==> src/hdl/uss_pkg.sv <==
// Purpose: Shared constants and types for the USB supply switch control block
// Assumes: AXI4-Lite register access, 32-bit data
// Notes: Offsets are byte addresses
package uss_pkg;

    localparam logic [3:0] STRAP_BOOST_DEFAULT = 4'h4;

    localparam logic [7:0] CTRL_OFS = 8'h00;
    localparam logic [7:0] STAT_OFS = 8'h04;
    localparam logic [7:0] IRQ_STAT_OFS = 8'h08;
    localparam logic [7:0] IRQ_MASK_OFS = 8'h0C;
    localparam logic [7:0] ID_OFS = 8'h10;

    // Control register fields
    localparam int CTRL_SRC_SEL_BIT = 0;
    localparam int CTRL_HOST_DRV_BIT = 1;
    localparam int CTRL_LDO_EN_BIT = 2;
    localparam int CTRL_BOOST_EN_BIT = 3;
    localparam int CTRL_ACC_MUX_LSB = 4;

    // Interrupt status fields
    localparam int IRQ_BUS_DET_BIT = 0;
    localparam int IRQ_ACC_BIT = 1;
    localparam int IRQ_WIDTH = 2;

    localparam logic [31:0] CTRL_RST = 32'h0000_0000;
    localparam logic [IRQ_WIDTH-1:0] IRQ_MASK_RST = 2'h0;

    localparam logic [1:0] RESP_OKAY = 2'h0;
    localparam logic [1:0] RESP_SLVERR = 2'h2;

    typedef enum {ST_RESET, ST_POWERUP, ST_RUN} uss_state_t;

    typedef struct packed {
        logic bus_feed;
        logic boost_feed;
        logic bus_drive;
    } uss_switch_t;

endpackage

==> src/hdl/uss_top.sv <==
// Purpose: Supply path switch control for the USB PHY regulator and OTG bus drive
// Assumes: Single 200 MHz clock, synchronous active-high reset, AXI4-Lite registers
// Notes: Strap sampled in the power-up step after reset release
//
// The implementer's own choices: register access over AXI4-Lite and the register offsets.
`timescale 1ns/1ps
module uss_top
(
    input wire logic REF_CLK_I,
    input wire logic SRST_I,
    input wire logic [3:0] STRAP_I,
    input wire logic BUS_VALID_I,
    input wire logic SYS_RESET_VALID_I,
    input wire logic ACC_DONE_I,
    input wire logic [3:0] ACC_MUX_I,
    input wire logic [4:0] ID_LEVEL_I,
    input wire logic [7:0] AWADDR_I,
    input wire logic AWVALID_I,
    output logic AWREADY_O,
    input wire logic [31:0] WDATA_I,
    input wire logic [3:0] WSTRB_I,
    input wire logic WVALID_I,
    output logic WREADY_O,
    output logic [1:0] BRESP_O,
    output logic BVALID_O,
    input wire logic BREADY_I,
    input wire logic [7:0] ARADDR_I,
    input wire logic ARVALID_I,
    output logic ARREADY_O,
    output logic [31:0] RDATA_O,
    output logic [1:0] RRESP_O,
    output logic RVALID_O,
    input wire logic RREADY_I,
    output logic BUS_FEED_SW_O,
    output logic BOOST_FEED_SW_O,
    output logic BUS_DRIVE_SW_O,
    output logic PHY_LDO_ON_O,
    output logic BOOST_EN_O,
    output logic [3:0] ACC_MUX_O,
    output logic IRQ_O
);

    ////////////////////////////////////////////////////////////////////////////
    // State
    uss_pkg::uss_state_t state_q;
    logic boost_strap_q;
    logic src_sel_q;
    logic host_drv_q;
    logic ldo_en_q;
    logic boost_en_q;
    logic [3:0] acc_mux_q;
    logic [4:0] id_level_q;
    logic [uss_pkg::IRQ_WIDTH-1:0] irq_stat_q;
    logic [uss_pkg::IRQ_WIDTH-1:0] irq_mask_q;
    logic bus_valid_q;
    logic sys_rst_valid_q;
    logic otg_drive_q;
    uss_pkg::uss_switch_t sw_q;
    logic ldo_on_q;
    logic irq_q;

    // AXI bookkeeping
    logic aw_held_q;
    logic [7:0] aw_addr_q;
    logic w_held_q;
    logic [31:0] w_data_q;
    logic [3:0] w_strb_q;
    logic bvalid_q;
    logic [1:0] bresp_q;
    logic rvalid_q;
    logic [31:0] rdata_q;
    logic [1:0] rresp_q;

    ////////////////////////////////////////////////////////////////////////////
    // Bus decode
    // Take only while ready is shown, so a master never sees a silent double take
    wire aw_take = AWVALID_I && AWREADY_O;
    wire w_take = WVALID_I && WREADY_O;
    wire have_aw = aw_held_q || aw_take;
    wire have_w = w_held_q || w_take;
    wire [7:0] wr_addr = aw_held_q ? aw_addr_q : AWADDR_I;
    wire [31:0] wr_data = w_held_q ? w_data_q : WDATA_I;
    wire [3:0] wr_strb = w_held_q ? w_strb_q : WSTRB_I;
    wire wr_go = have_aw && have_w && !bvalid_q;
    wire wr_lane0 = wr_go && wr_strb[0];
    wire wr_ctrl = wr_lane0 && (wr_addr == uss_pkg::CTRL_OFS);
    wire wr_stat = wr_lane0 && (wr_addr == uss_pkg::IRQ_STAT_OFS);
    wire wr_mask = wr_lane0 && (wr_addr == uss_pkg::IRQ_MASK_OFS);
    wire wr_known = (wr_addr == uss_pkg::CTRL_OFS) || (wr_addr == uss_pkg::STAT_OFS) ||
        (wr_addr == uss_pkg::IRQ_STAT_OFS) || (wr_addr == uss_pkg::IRQ_MASK_OFS) ||
        (wr_addr == uss_pkg::ID_OFS);
    wire rd_take = ARVALID_I && ARREADY_O;

    wire [31:0] ctrl_word = {24'h000000, acc_mux_q, boost_en_q, ldo_en_q, host_drv_q, src_sel_q};
    wire [31:0] stat_word = {24'h000000, 1'b0, bus_valid_q, otg_drive_q, ldo_on_q,
        sw_q.bus_drive, sw_q.boost_feed, sw_q.bus_feed, boost_strap_q};
    logic [31:0] rd_word;
    logic rd_ok;
    always_comb
    begin
        rd_word = 32'h0000_0000;
        rd_ok = 1'b1;
        if (ARADDR_I == uss_pkg::CTRL_OFS)
            rd_word = ctrl_word;
        else if (ARADDR_I == uss_pkg::STAT_OFS)
            rd_word = stat_word;
        else if (ARADDR_I == uss_pkg::IRQ_STAT_OFS)
            rd_word = {30'h00000000, irq_stat_q};
        else if (ARADDR_I == uss_pkg::IRQ_MASK_OFS)
            rd_word = {30'h00000000, irq_mask_q};
        else if (ARADDR_I == uss_pkg::ID_OFS)
            rd_word = {27'h0000000, id_level_q};
        else
            rd_ok = 1'b0;
    end

    ////////////////////////////////////////////////////////////////////////////
    // Supply behaviour
    // Invalid combination 1/0 falls out of the AND: bus drive stays open
    wire otg_mode = host_drv_q && src_sel_q;
    wire bus_lost = bus_valid_q && !BUS_VALID_I;
    wire rst_rise = SYS_RESET_VALID_I && !sys_rst_valid_q;
    // Regulator may run off boost only when boost feed chosen; else bus must be valid
    wire ldo_allowed = src_sel_q || BUS_VALID_I;
    wire bus_det_evt = otg_mode && !otg_drive_q;
    wire acc_evt = ACC_DONE_I;
    wire [uss_pkg::IRQ_WIDTH-1:0] irq_set = {acc_evt, bus_det_evt};

    always_ff @(posedge REF_CLK_I)
    begin
        if (SRST_I)
        begin
            state_q <= uss_pkg::ST_RESET;
            boost_strap_q <= 1'b0;
            src_sel_q <= 1'b0;
            host_drv_q <= 1'b0;
            ldo_en_q <= 1'b0;
            boost_en_q <= 1'b0;
            acc_mux_q <= 4'h0;
        end
        else
        begin
            case (state_q)
                uss_pkg::ST_RESET:
                    state_q <= uss_pkg::ST_POWERUP;
                uss_pkg::ST_POWERUP:
                begin
                    // Strap caught after reset release, never under reset
                    boost_strap_q <= (STRAP_I == uss_pkg::STRAP_BOOST_DEFAULT);
                    src_sel_q <= (STRAP_I == uss_pkg::STRAP_BOOST_DEFAULT);
                    ldo_en_q <= 1'b1;
                    state_q <= uss_pkg::ST_RUN;
                end
                default:
                begin
                    if (wr_ctrl)
                    begin
                        src_sel_q <= wr_data[uss_pkg::CTRL_SRC_SEL_BIT];
                        host_drv_q <= wr_data[uss_pkg::CTRL_HOST_DRV_BIT];
                        ldo_en_q <= wr_data[uss_pkg::CTRL_LDO_EN_BIT];
                        boost_en_q <= wr_data[uss_pkg::CTRL_BOOST_EN_BIT];
                    end
                    // Hardware restore beats a same-cycle software disable
                    if (!boost_strap_q && (rst_rise || bus_lost))
                        ldo_en_q <= 1'b1;
                    if (acc_evt)
                        acc_mux_q <= ACC_MUX_I;
                end
            endcase
        end
    end

    always_ff @(posedge REF_CLK_I)
    begin
        if (SRST_I)
        begin
            bus_valid_q <= 1'b0;
            sys_rst_valid_q <= 1'b0;
            otg_drive_q <= 1'b0;
            sw_q <= '0;
            ldo_on_q <= 1'b0;
            id_level_q <= 5'h00;
        end
        else
        begin
            bus_valid_q <= BUS_VALID_I;
            sys_rst_valid_q <= SYS_RESET_VALID_I;
            otg_drive_q <= otg_mode;
            sw_q.bus_feed <= !src_sel_q;
            sw_q.boost_feed <= src_sel_q;
            sw_q.bus_drive <= otg_mode;
            // Late bus arrival turns it on with no software step
            ldo_on_q <= ldo_en_q && ldo_allowed && (state_q == uss_pkg::ST_RUN);
            id_level_q <= ID_LEVEL_I;
        end
    end

    ////////////////////////////////////////////////////////////////////////////
    // Supply checks, one edge after the cause since outputs are registered
    AST_BUS_FEED_SEL: assert property (@(posedge REF_CLK_I) disable iff (SRST_I)
        !SRST_I |=> (BUS_FEED_SW_O == !$past(src_sel_q)))
        else $error("Bus feed switch does not follow source select");

    AST_BOOST_FEED_SEL: assert property (@(posedge REF_CLK_I) disable iff (SRST_I)
        !SRST_I |=> (BOOST_FEED_SW_O == $past(src_sel_q)))
        else $error("Boost feed switch does not follow source select");

    AST_OTG_DRIVE: assert property (@(posedge REF_CLK_I) disable iff (SRST_I)
        !SRST_I |=> (BUS_DRIVE_SW_O == ($past(host_drv_q) && $past(src_sel_q))))
        else $error("Bus drive switch differs from OTG mode");

    AST_INVALID_NO_DRIVE: assert property (@(posedge REF_CLK_I) disable iff (SRST_I)
        (!SRST_I && host_drv_q && !src_sel_q) |=> !BUS_DRIVE_SW_O)
        else $error("Bus drive switch closed in the invalid combination");

    AST_BOOST_SW_ONLY: assert property (@(posedge REF_CLK_I) disable iff (SRST_I)
        (!SRST_I && !wr_ctrl) |=> $stable(BOOST_EN_O))
        else $error("Boost enable changed without a control write");

    AST_LDO_NEEDS_BUS: assert property (@(posedge REF_CLK_I) disable iff (SRST_I)
        (!SRST_I && !boost_strap_q && !src_sel_q && !BUS_VALID_I) |=> !PHY_LDO_ON_O)
        else $error("Regulator on from bus feed without bus supply");

    AST_LDO_RESTORE: assert property (@(posedge REF_CLK_I) disable iff (SRST_I)
        (!SRST_I && (state_q == uss_pkg::ST_RUN) && !boost_strap_q && (rst_rise || bus_lost)) |=> ldo_en_q)
        else $error("Regulator enable bit not restored");

    AST_POWERUP_DEFAULT: assert property (@(posedge REF_CLK_I) disable iff (SRST_I)
        (!SRST_I && (state_q == uss_pkg::ST_POWERUP)) |=>
        (ldo_en_q && (src_sel_q == ($past(STRAP_I) == uss_pkg::STRAP_BOOST_DEFAULT))))
        else $error("Power-up defaults do not follow the strap");

    AST_BUS_DET_SET: assert property (@(posedge REF_CLK_I) disable iff (SRST_I)
        (!SRST_I && otg_mode && !otg_drive_q) |=> irq_stat_q[uss_pkg::IRQ_BUS_DET_BIT])
        else $error("Bus power detect event not raised on OTG entry");

    ////////////////////////////////////////////////////////////////////////////
    // Interrupts: set wins over write-one-to-clear
    always_ff @(posedge REF_CLK_I)
    begin
        if (SRST_I)
        begin
            irq_stat_q <= '0;
            irq_mask_q <= uss_pkg::IRQ_MASK_RST;
            irq_q <= 1'b0;
        end
        else
        begin
            irq_stat_q <= (irq_stat_q & ~(wr_stat ? wr_data[uss_pkg::IRQ_WIDTH-1:0] : 2'h0)) | irq_set;
            if (wr_mask)
                irq_mask_q <= wr_data[uss_pkg::IRQ_WIDTH-1:0];
            irq_q <= |(irq_stat_q & irq_mask_q);
        end
    end

    AST_IRQ_LEVEL: assert property (@(posedge REF_CLK_I) disable iff (SRST_I)
        !SRST_I |=> (IRQ_O == |($past(irq_stat_q) & $past(irq_mask_q))))
        else $error("Interrupt level differs from masked status");

    ////////////////////////////////////////////////////////////////////////////
    // AXI4-Lite slave
    always_ff @(posedge REF_CLK_I)
    begin
        if (SRST_I)
        begin
            aw_held_q <= 1'b0;
            aw_addr_q <= 8'h00;
            w_held_q <= 1'b0;
            w_data_q <= 32'h0000_0000;
            w_strb_q <= 4'h0;
            bvalid_q <= 1'b0;
            bresp_q <= uss_pkg::RESP_OKAY;
            rvalid_q <= 1'b0;
            rdata_q <= 32'h0000_0000;
            rresp_q <= uss_pkg::RESP_OKAY;
        end
        else
        begin
            if (wr_go)
            begin
                aw_held_q <= 1'b0;
                w_held_q <= 1'b0;
                bvalid_q <= 1'b1;
                bresp_q <= wr_known ? uss_pkg::RESP_OKAY : uss_pkg::RESP_SLVERR;
            end
            else
            begin
                if (aw_take)
                begin
                    aw_held_q <= 1'b1;
                    aw_addr_q <= AWADDR_I;
                end
                if (w_take)
                begin
                    w_held_q <= 1'b1;
                    w_data_q <= WDATA_I;
                    w_strb_q <= WSTRB_I;
                end
                if (bvalid_q && BREADY_I)
                    bvalid_q <= 1'b0;
            end
            if (rd_take)
            begin
                rvalid_q <= 1'b1;
                rdata_q <= rd_word;
                rresp_q <= rd_ok ? uss_pkg::RESP_OKAY : uss_pkg::RESP_SLVERR;
            end
            else if (rvalid_q && RREADY_I)
                rvalid_q <= 1'b0;
        end
    end

    ////////////////////////////////////////////////////////////////////////////
    // Outputs
    always_ff @(posedge REF_CLK_I)
    begin
        if (SRST_I)
        begin
            AWREADY_O <= 1'b0;
            WREADY_O <= 1'b0;
            ARREADY_O <= 1'b0;
        end
        else
        begin
            // Ready offered one cycle ahead; cleared while a response waits
            AWREADY_O <= !aw_held_q && !aw_take && !bvalid_q && !wr_go;
            WREADY_O <= !w_held_q && !w_take && !bvalid_q && !wr_go;
            ARREADY_O <= !rvalid_q && !rd_take;
        end
    end

    assign BVALID_O = bvalid_q;
    assign BRESP_O = bresp_q;
    assign RVALID_O = rvalid_q;
    assign RDATA_O = rdata_q;
    assign RRESP_O = rresp_q;
    assign BUS_FEED_SW_O = sw_q.bus_feed;
    assign BOOST_FEED_SW_O = sw_q.boost_feed;
    assign BUS_DRIVE_SW_O = sw_q.bus_drive;
    assign PHY_LDO_ON_O = ldo_on_q;
    assign BOOST_EN_O = boost_en_q;
    assign ACC_MUX_O = acc_mux_q;
    assign IRQ_O = irq_q;

endmodule // uss_top

==> config.mk <==
export PLATFORM = sky130hd
export DESIGN_NAME = uss_top
export DESIGN_NICKNAME = d
export VERILOG_FILES = /design/src/hdl/uss_pkg.sv /design/src/hdl/uss_top.sv
export SDC_FILE = /design/constraint.sdc
export NUM_CORES = 1
export LEC_CHECK = 0
export BUFFER_PORTS_ARGS = -buffer_cell sky130_fd_sc_hd__buf_4
export CORE_MARGIN = 1
export CORE_UTILIZATION = 46
export CTS_CLUSTER_DIAMETER = 40
export DETAILED_ROUTE_END_ITERATION = 10
export PLACE_DENSITY = 0.79
export SLEW_MARGIN = 20
export SYNTH_ARGS = -nofsm -noshare
export SYNTH_HDL_FRONTEND = slang
export SYNTH_SLANG_ARGS = --single-unit
==> constraint.sdc <==
create_clock -name REF_CLK_I -period 2.1 [get_ports REF_CLK_I]
set_input_delay 0.21 -clock REF_CLK_I [delete_from_list [all_inputs] [get_ports REF_CLK_I]]
set_output_delay 0.21 -clock REF_CLK_I [all_outputs]
set_load 0.02 [all_outputs]
==> results_dict.tcl, run 1 <==
set metrics [dict create \
    status "completed" \
    grt_max_degree 41 \
    wl_per_cell_microns 12.4 \
    ys_seq_area_share_pct 43.1 \
    finalHoldViolations 0 \
    grt_usage_pct 19.4 \
    worst-path-max-fanout 7 \
    io_pins 126 \
    antenna_found_initial 0 \
    yosys_warnings 0 \
    period_minus_slack_ps 1920 \
    grt_setup_unrepaired "no" \
    finalClockSkew_ps 3.91 \
    drv_slew 0 \
    place.gp.congestion 0.839 \
    ys.flop_type "dfxtp_1" \
    async_flop_share_pct 0 \
    start_util_pct 47.7 \
    first_iter_violations 150 \
    path_cells "a21oi_4, or3_1, nor4_4, buf_4, mux2i_1, nor2_1" \
    dpl.cell_count 425 \
    core_sq_um 5540 \
    grt_pass1_vias 2041 \
    clkPwrFrac_pct 39.3 \
    pwr-share-seq_pct 45.8 \
    htreeDepth 3 \
    grt_first_pass_wirelength_mm 9.07 \
    dp.final_hpwl_mm 4.03 \
    drive_above_1_share_pct 26.9 \
    syn_to_final_growth_pct 24.8 \
    clock_path_buffers 2 \
    intPower_mw 1.91 \
    place_area_sq_um 3110 \
    overflow 0 \
    p_leak_nw 1.48 \
    dp_slack_ps 179 \
    clkTransAtPathRegs_ps 60 \
    rows 27 \
    synth-seq-cells 57 \
    yosysUniqueCellTypes 48 \
    setup_violations 0 \
    synth_edf_count 0 \
    p_switching_uw 671 \
    fin_cells 440 \
    routed_wirelength_mm 5.47 \
    nFillCells 511 \
    post_cts_buffers 0 \
    cts_resized 0 \
    switching_share_pct 26.0 \
    n_antenna_cell 0 \
    fmax_mhz 520 \
    fin_nets 439 \
    powerDensity_nw_per_um2 782 \
    cts.sinks 57 \
    tritoncts "done" \
    cp_data_arrival_time_ps 2130 \
    synthCells 296 \
    dieArea_sq_um 6060 \
    critPathRequiredTime_ps 2310 \
    port_buffers 68 \
    fin_ws_ps 176 \
    numCtsBuffers 9 \
    dr.pass1.iters 4 \
    drc 0 \
    cp-start-kind "flop" \
    holdBufCountCts 0 \
    ir_worst_vdd_mv 0.512 \
    postSynthAreaPerCell_sq_um 8.94 \
    drv_cap 0 \
    path_class "flop to flop" \
    drt-vias-per-instance 5.00 \
    vias 2202 \
    synth_area_sq_um 2650 \
    p_total_mw 2.58 \
    final.setup.tns_ps 0 \
    slowest_stage "dfxtp_1" \
    clock_latency_ps 330 \
    die_w_microns 77.8 \
    cts_root_buf "clkbuf_8" \
    pwr-share-comb_pct 14.9 \
    die_h_microns 77.8 \
    fin_util_pct 59.6 \
    period_share_pct 91.6 \
    route.antenna.remaining_nets 0 \
    end_kind "flop" \
    hold_class "input port to flop" \
    fin_hold_ws_ps 87.5 \
    final_area_sq_um 3300 \
    cpPeakStageDelay_ps 540 \
]
-- worst paths after layout --
path                                start                       end  slack [ps]  depth (start not counted)
setup reg to reg    w_held_q$_SDFFE_PP0P_   host_drv_q$_SDFFE_PP0P_         180                          6
hold reg to reg   RDATA_O[2]$_SDFFE_PP0P_   RDATA_O[2]$_SDFFE_PP0P_         460                          2
setup / recovery    w_held_q$_SDFFE_PP0P_   host_drv_q$_SDFFE_PP0P_         180                          6
hold / removal              ID_LEVEL_I[3]  id_level_q[3]$_SDFF_PP0_          90                          2
-- kinds of logic after synthesis --
kind of cell,Yosys count,synth area share [%]
buffers and inverters,48,11.3
DFF,57,43.1
muxes,28,11.0
other,1,0.142
and+or+nand+nor,118,23.3
AOI/OAI and AO/OA,44,11.2
-- synth_stat cells (2+ instances only) --
cell       count  area share, %
mux2_2         4            1.7
o21ai_0        8            1.5
nor2b_1       12            2.8
o22ai_1        3           0.71
a21oi_1       15            2.8
inv_1          7           0.99
mux2i_1       23            8.7
a32oi_1        2           0.66
clkbuf_1      10            1.4
nand3_1       12            2.3
dfxtp_1       57             43
buf_6          2           0.85
or3_1          2           0.47
o2111ai_1      2           0.66
buf_4         27            7.7
nor3_1        14            2.6
nor3b_1        5            1.4
nand2_1       20            2.8
nand2b_1      10            2.4
nor2_1        30            4.3
nor4_1         4           0.95
-- power groups by stage --
stage	Combinational [mW]	Clock, mW	Sequential [mW]
floorplan	0.278	0	1.21
global placement	0.377	0	1.20
detailed placement	0.384	0	1.21
CTS	0.386	1.03	1.18
global route	0.422	1.09	1.19
finish	0.385	1.01	1.18
-- critical path: cells and delay by family (launching register included) --
kind	cells	cell delay [ps]
AND/OR/NAND/NOR	3	800
flip-flops	1	540
buffers and inverters	1	200
multiplexers	1	200
AO/OA/AOI/OAI	1	70
-- cell usage in the layout (no fill, tap or decap), drive strengths merged, types with 2 or more instances in the layout --
cell	count
nor2b	12
o2111ai	2
dfxtp	57
a32oi	2
clkinv	2
a21oi	17
inv	7
mux2i	23
nand2	20
nor3	14
o22ai	3
or3	2
a211oi	2
nor2	30
conb	26
buf	73
mux2	5
nand3	13
nand2b	10
nor3b	5
clkbuf	12
o21ai	8
nor4	5
-- flip-flops by register name, summed over array words and instances (netlist names), 2 cells and up --
signal and count:
irq_stat_q 2, RDATA_O 8, id_level_q 5, ACC_MUX_O 4, irq_mask_q 2, aw_addr_q 8, w_data_q 4, state_q 2
-- cell type report --
class                           instances  area [sq um]  area share [%]
Sequential cell                        57          1140            34.6
Tap cell                               72          90.1            2.73
Inverter                                7          26.3           0.796
Clock inverter                          3          40.0            1.21
Clock buffer                           12           155            4.70
Timing Repair Buffer                   73           548            16.6
Multi-Input combinational cell        216          1300            39.4
-- metal layers --
layer / vias to the layer above / part of all wire [%] / global-route usage, %
met3: 10 / 4.1 / 4.12
li1: 1108 / - / -
met1: 1022 / 44 / 23.1
met4: 0 / 2.0 / 10.8
met2: 62 / 50 / 32.3
met5: - / 0 / 0
(Power assumes the default switching activity.)
==> run 2, diff against run 1 <==
--- a/config.mk
+++ b/config.mk
@@ -6,6 +6,7 @@
 export NUM_CORES = 1
 export LEC_CHECK = 0
 export BUFFER_PORTS_ARGS = -buffer_cell sky130_fd_sc_hd__buf_4
+export CORE_ASPECT_RATIO = 1.2
 export CORE_MARGIN = 1
 export CORE_UTILIZATION = 46
 export CTS_CLUSTER_DIAMETER = 40
==> run 2 against run 1 <==
- critical path type unchanged
- clock-buffer cell count fell by 3
- combinational power grew 2%
- core utilization grew 2.4 points
- the flow now finishes with violations (design-rule violations)
- non-clock buffer count is 2 higher
- register-to-register slack improved by 50 ps
==> results_dict.tcl, run 2 (synthesis gave the netlist of run 1 again) <==
set metrics [dict create \
    dieArea_sq_um 6060 \
    port_buffers 68 \
    drc 8 \
    core_sq_um 5410 \
    grt_usage_pct 19.3 \
    post_cts_buffers 0 \
    htreeDepth 3 \
    timing.rr.start "aw_held_q$_SDFFE_PP0P_" \
    vias 2208 \
    worst-path-max-fanout 7 \
    rows 29 \
    cp_data_arrival_time_ps 2130 \
    path_class "flop to flop" \
    drive_above_1_share_pct 27.8 \
    crit_start "aw_held_q$_SDFFE_PP0P_" \
    p_leak_nw 1.50 \
    fmax_mhz 532 \
    clkTransAtPathRegs_ps 70 \
    finalHoldViolations 0 \
    dp_slack_ps 254 \
    ir_worst_vdd_mv 0.684 \
    dr.pass1.iters 10 \
    cpPeakStageDelay_ps 440 \
    dp.final_hpwl_mm 4.15 \
    tritoncts "done" \
    slowest_stage "dfxtp_1" \
    final.setup.tns_ps 0 \
    violations "design-rule violations" \
    cts_resized 0 \
    setup_violations 0 \
    overflow 0 \
    fin_nets 441 \
    cp-start-kind "flop" \
    hp-start "ID_LEVEL_I[0]" \
    cts_root_buf "clkbuf_8" \
    fin_util_pct 62.0 \
    hold_class "input port to flop" \
    start_util_pct 48.9 \
    antenna_found_initial 0 \
    end_kind "flop" \
    cts.sinks 57 \
    path_cells "nor4b_1, o22ai_1, nor4_4, buf_4, nor3_1, a211oi_2" \
    drv_slew 0 \
    holdBufCountCts 0 \
    grt_pass1_vias 2052 \
    powerDensity_nw_per_um2 840 \
    die_h_microns 85.1 \
    clock_latency_ps 340 \
    grt_first_pass_wirelength_mm 8.92 \
    final_common_cell "buf_4" \
    critPathRequiredTime_ps 2360 \
    first_iter_violations 118 \
    finalClockSkew_ps 7.85 \
    syn_to_final_growth_pct 26.7 \
    status "complete, but fails checks" \
    period_share_pct 89.5 \
    clock_path_buffers 2 \
    io_pins 126 \
    route.antenna.remaining_nets 0 \
    grt_setup_unrepaired "no" \
    fin_ws_ps 221 \
    wl_per_cell_microns 12.8 \
    final_cell_mix "buf_4 (75), dfxtp_1 (57), nor2_1 (30), conb_1 (26), mux2i_1 (23)" \
    routed_wirelength_mm 5.56 \
    place.gp.congestion 0.772 \
    numCtsBuffers 9 \
    fin_hold_ws_ps 77.8 \
    die_w_microns 71.2 \
    period_minus_slack_ps 1880 \
    n_antenna_cell 0 \
    drv_cap 0 \
    grt_max_degree 48 \
    drt-vias-per-instance 5.10 \
]
==> run 2: cell type report <==
cell class,count,area [sq um]
Tap cell,62,77.6
Multi-Input combinational cell,216,1300
Timing Repair Buffer,75,563
Clock inverter,7,119
Clock buffer,9,124
Inverter,7,26.3
Sequential cell,57,1140
Fill cell,486,2060
==> run 2: worst max-delay path, delay by kind of cell (launching register included) <==
family | cells | cell delay (ps)
flip-flops | 1 | 440
buffers and inverters | 1 | 200
AO/OA/AOI/OAI | 2 | 420
AND/OR/NAND/NOR | 3 | 740
==> run 2: worst paths after layout <==
kind,to,slack [ps],cells past startpoint
max,src_sel_q$_SDFFE_PP0P_,220,6
min,id_level_q[0]$_SDFF_PP0_,80,2
max reg2reg,src_sel_q$_SDFFE_PP0P_,220,6
min reg2reg,RDATA_O[6]$_SDFFE_PP0P_,450,2
==> run 2: per-stage QoR <==
step | cell area, sq um | power (mW) | cells
6_report | 3350 | 2.81 | 433
5_1_grt | 3350 | 2.93 | 433
4_1_cts | 3350 | 2.83 | 433
3_5_place_dp | 3110 | 1.60 | 417
3_3_place_gp | 3110 | 1.59 | 417
2_1_floorplan | 2740 | 1.49 | 321
==> run 2: per-layer routing <==
metal | GRT usage, % | part of all wire (%) | vias up
met1 | 22.2 | 42 | 1000
met3 | 7.01 | 6.5 | 10
met4 | 7.64 | 2.2 | 0
met5 | 0 | 0 | -
li1 | - | - | 1116
met2 | 32.4 | 49 | 82
==> run 2: power breakdown <==
| group | internal [mW] | switching (mW) |
|---|---|---|
| Sequential | 1.14 | 0.0454 |
| Combinational | 0.177 | 0.213 |
| Clock | 0.787 | 0.454 |
| Total | 2.10 | 0.713 |
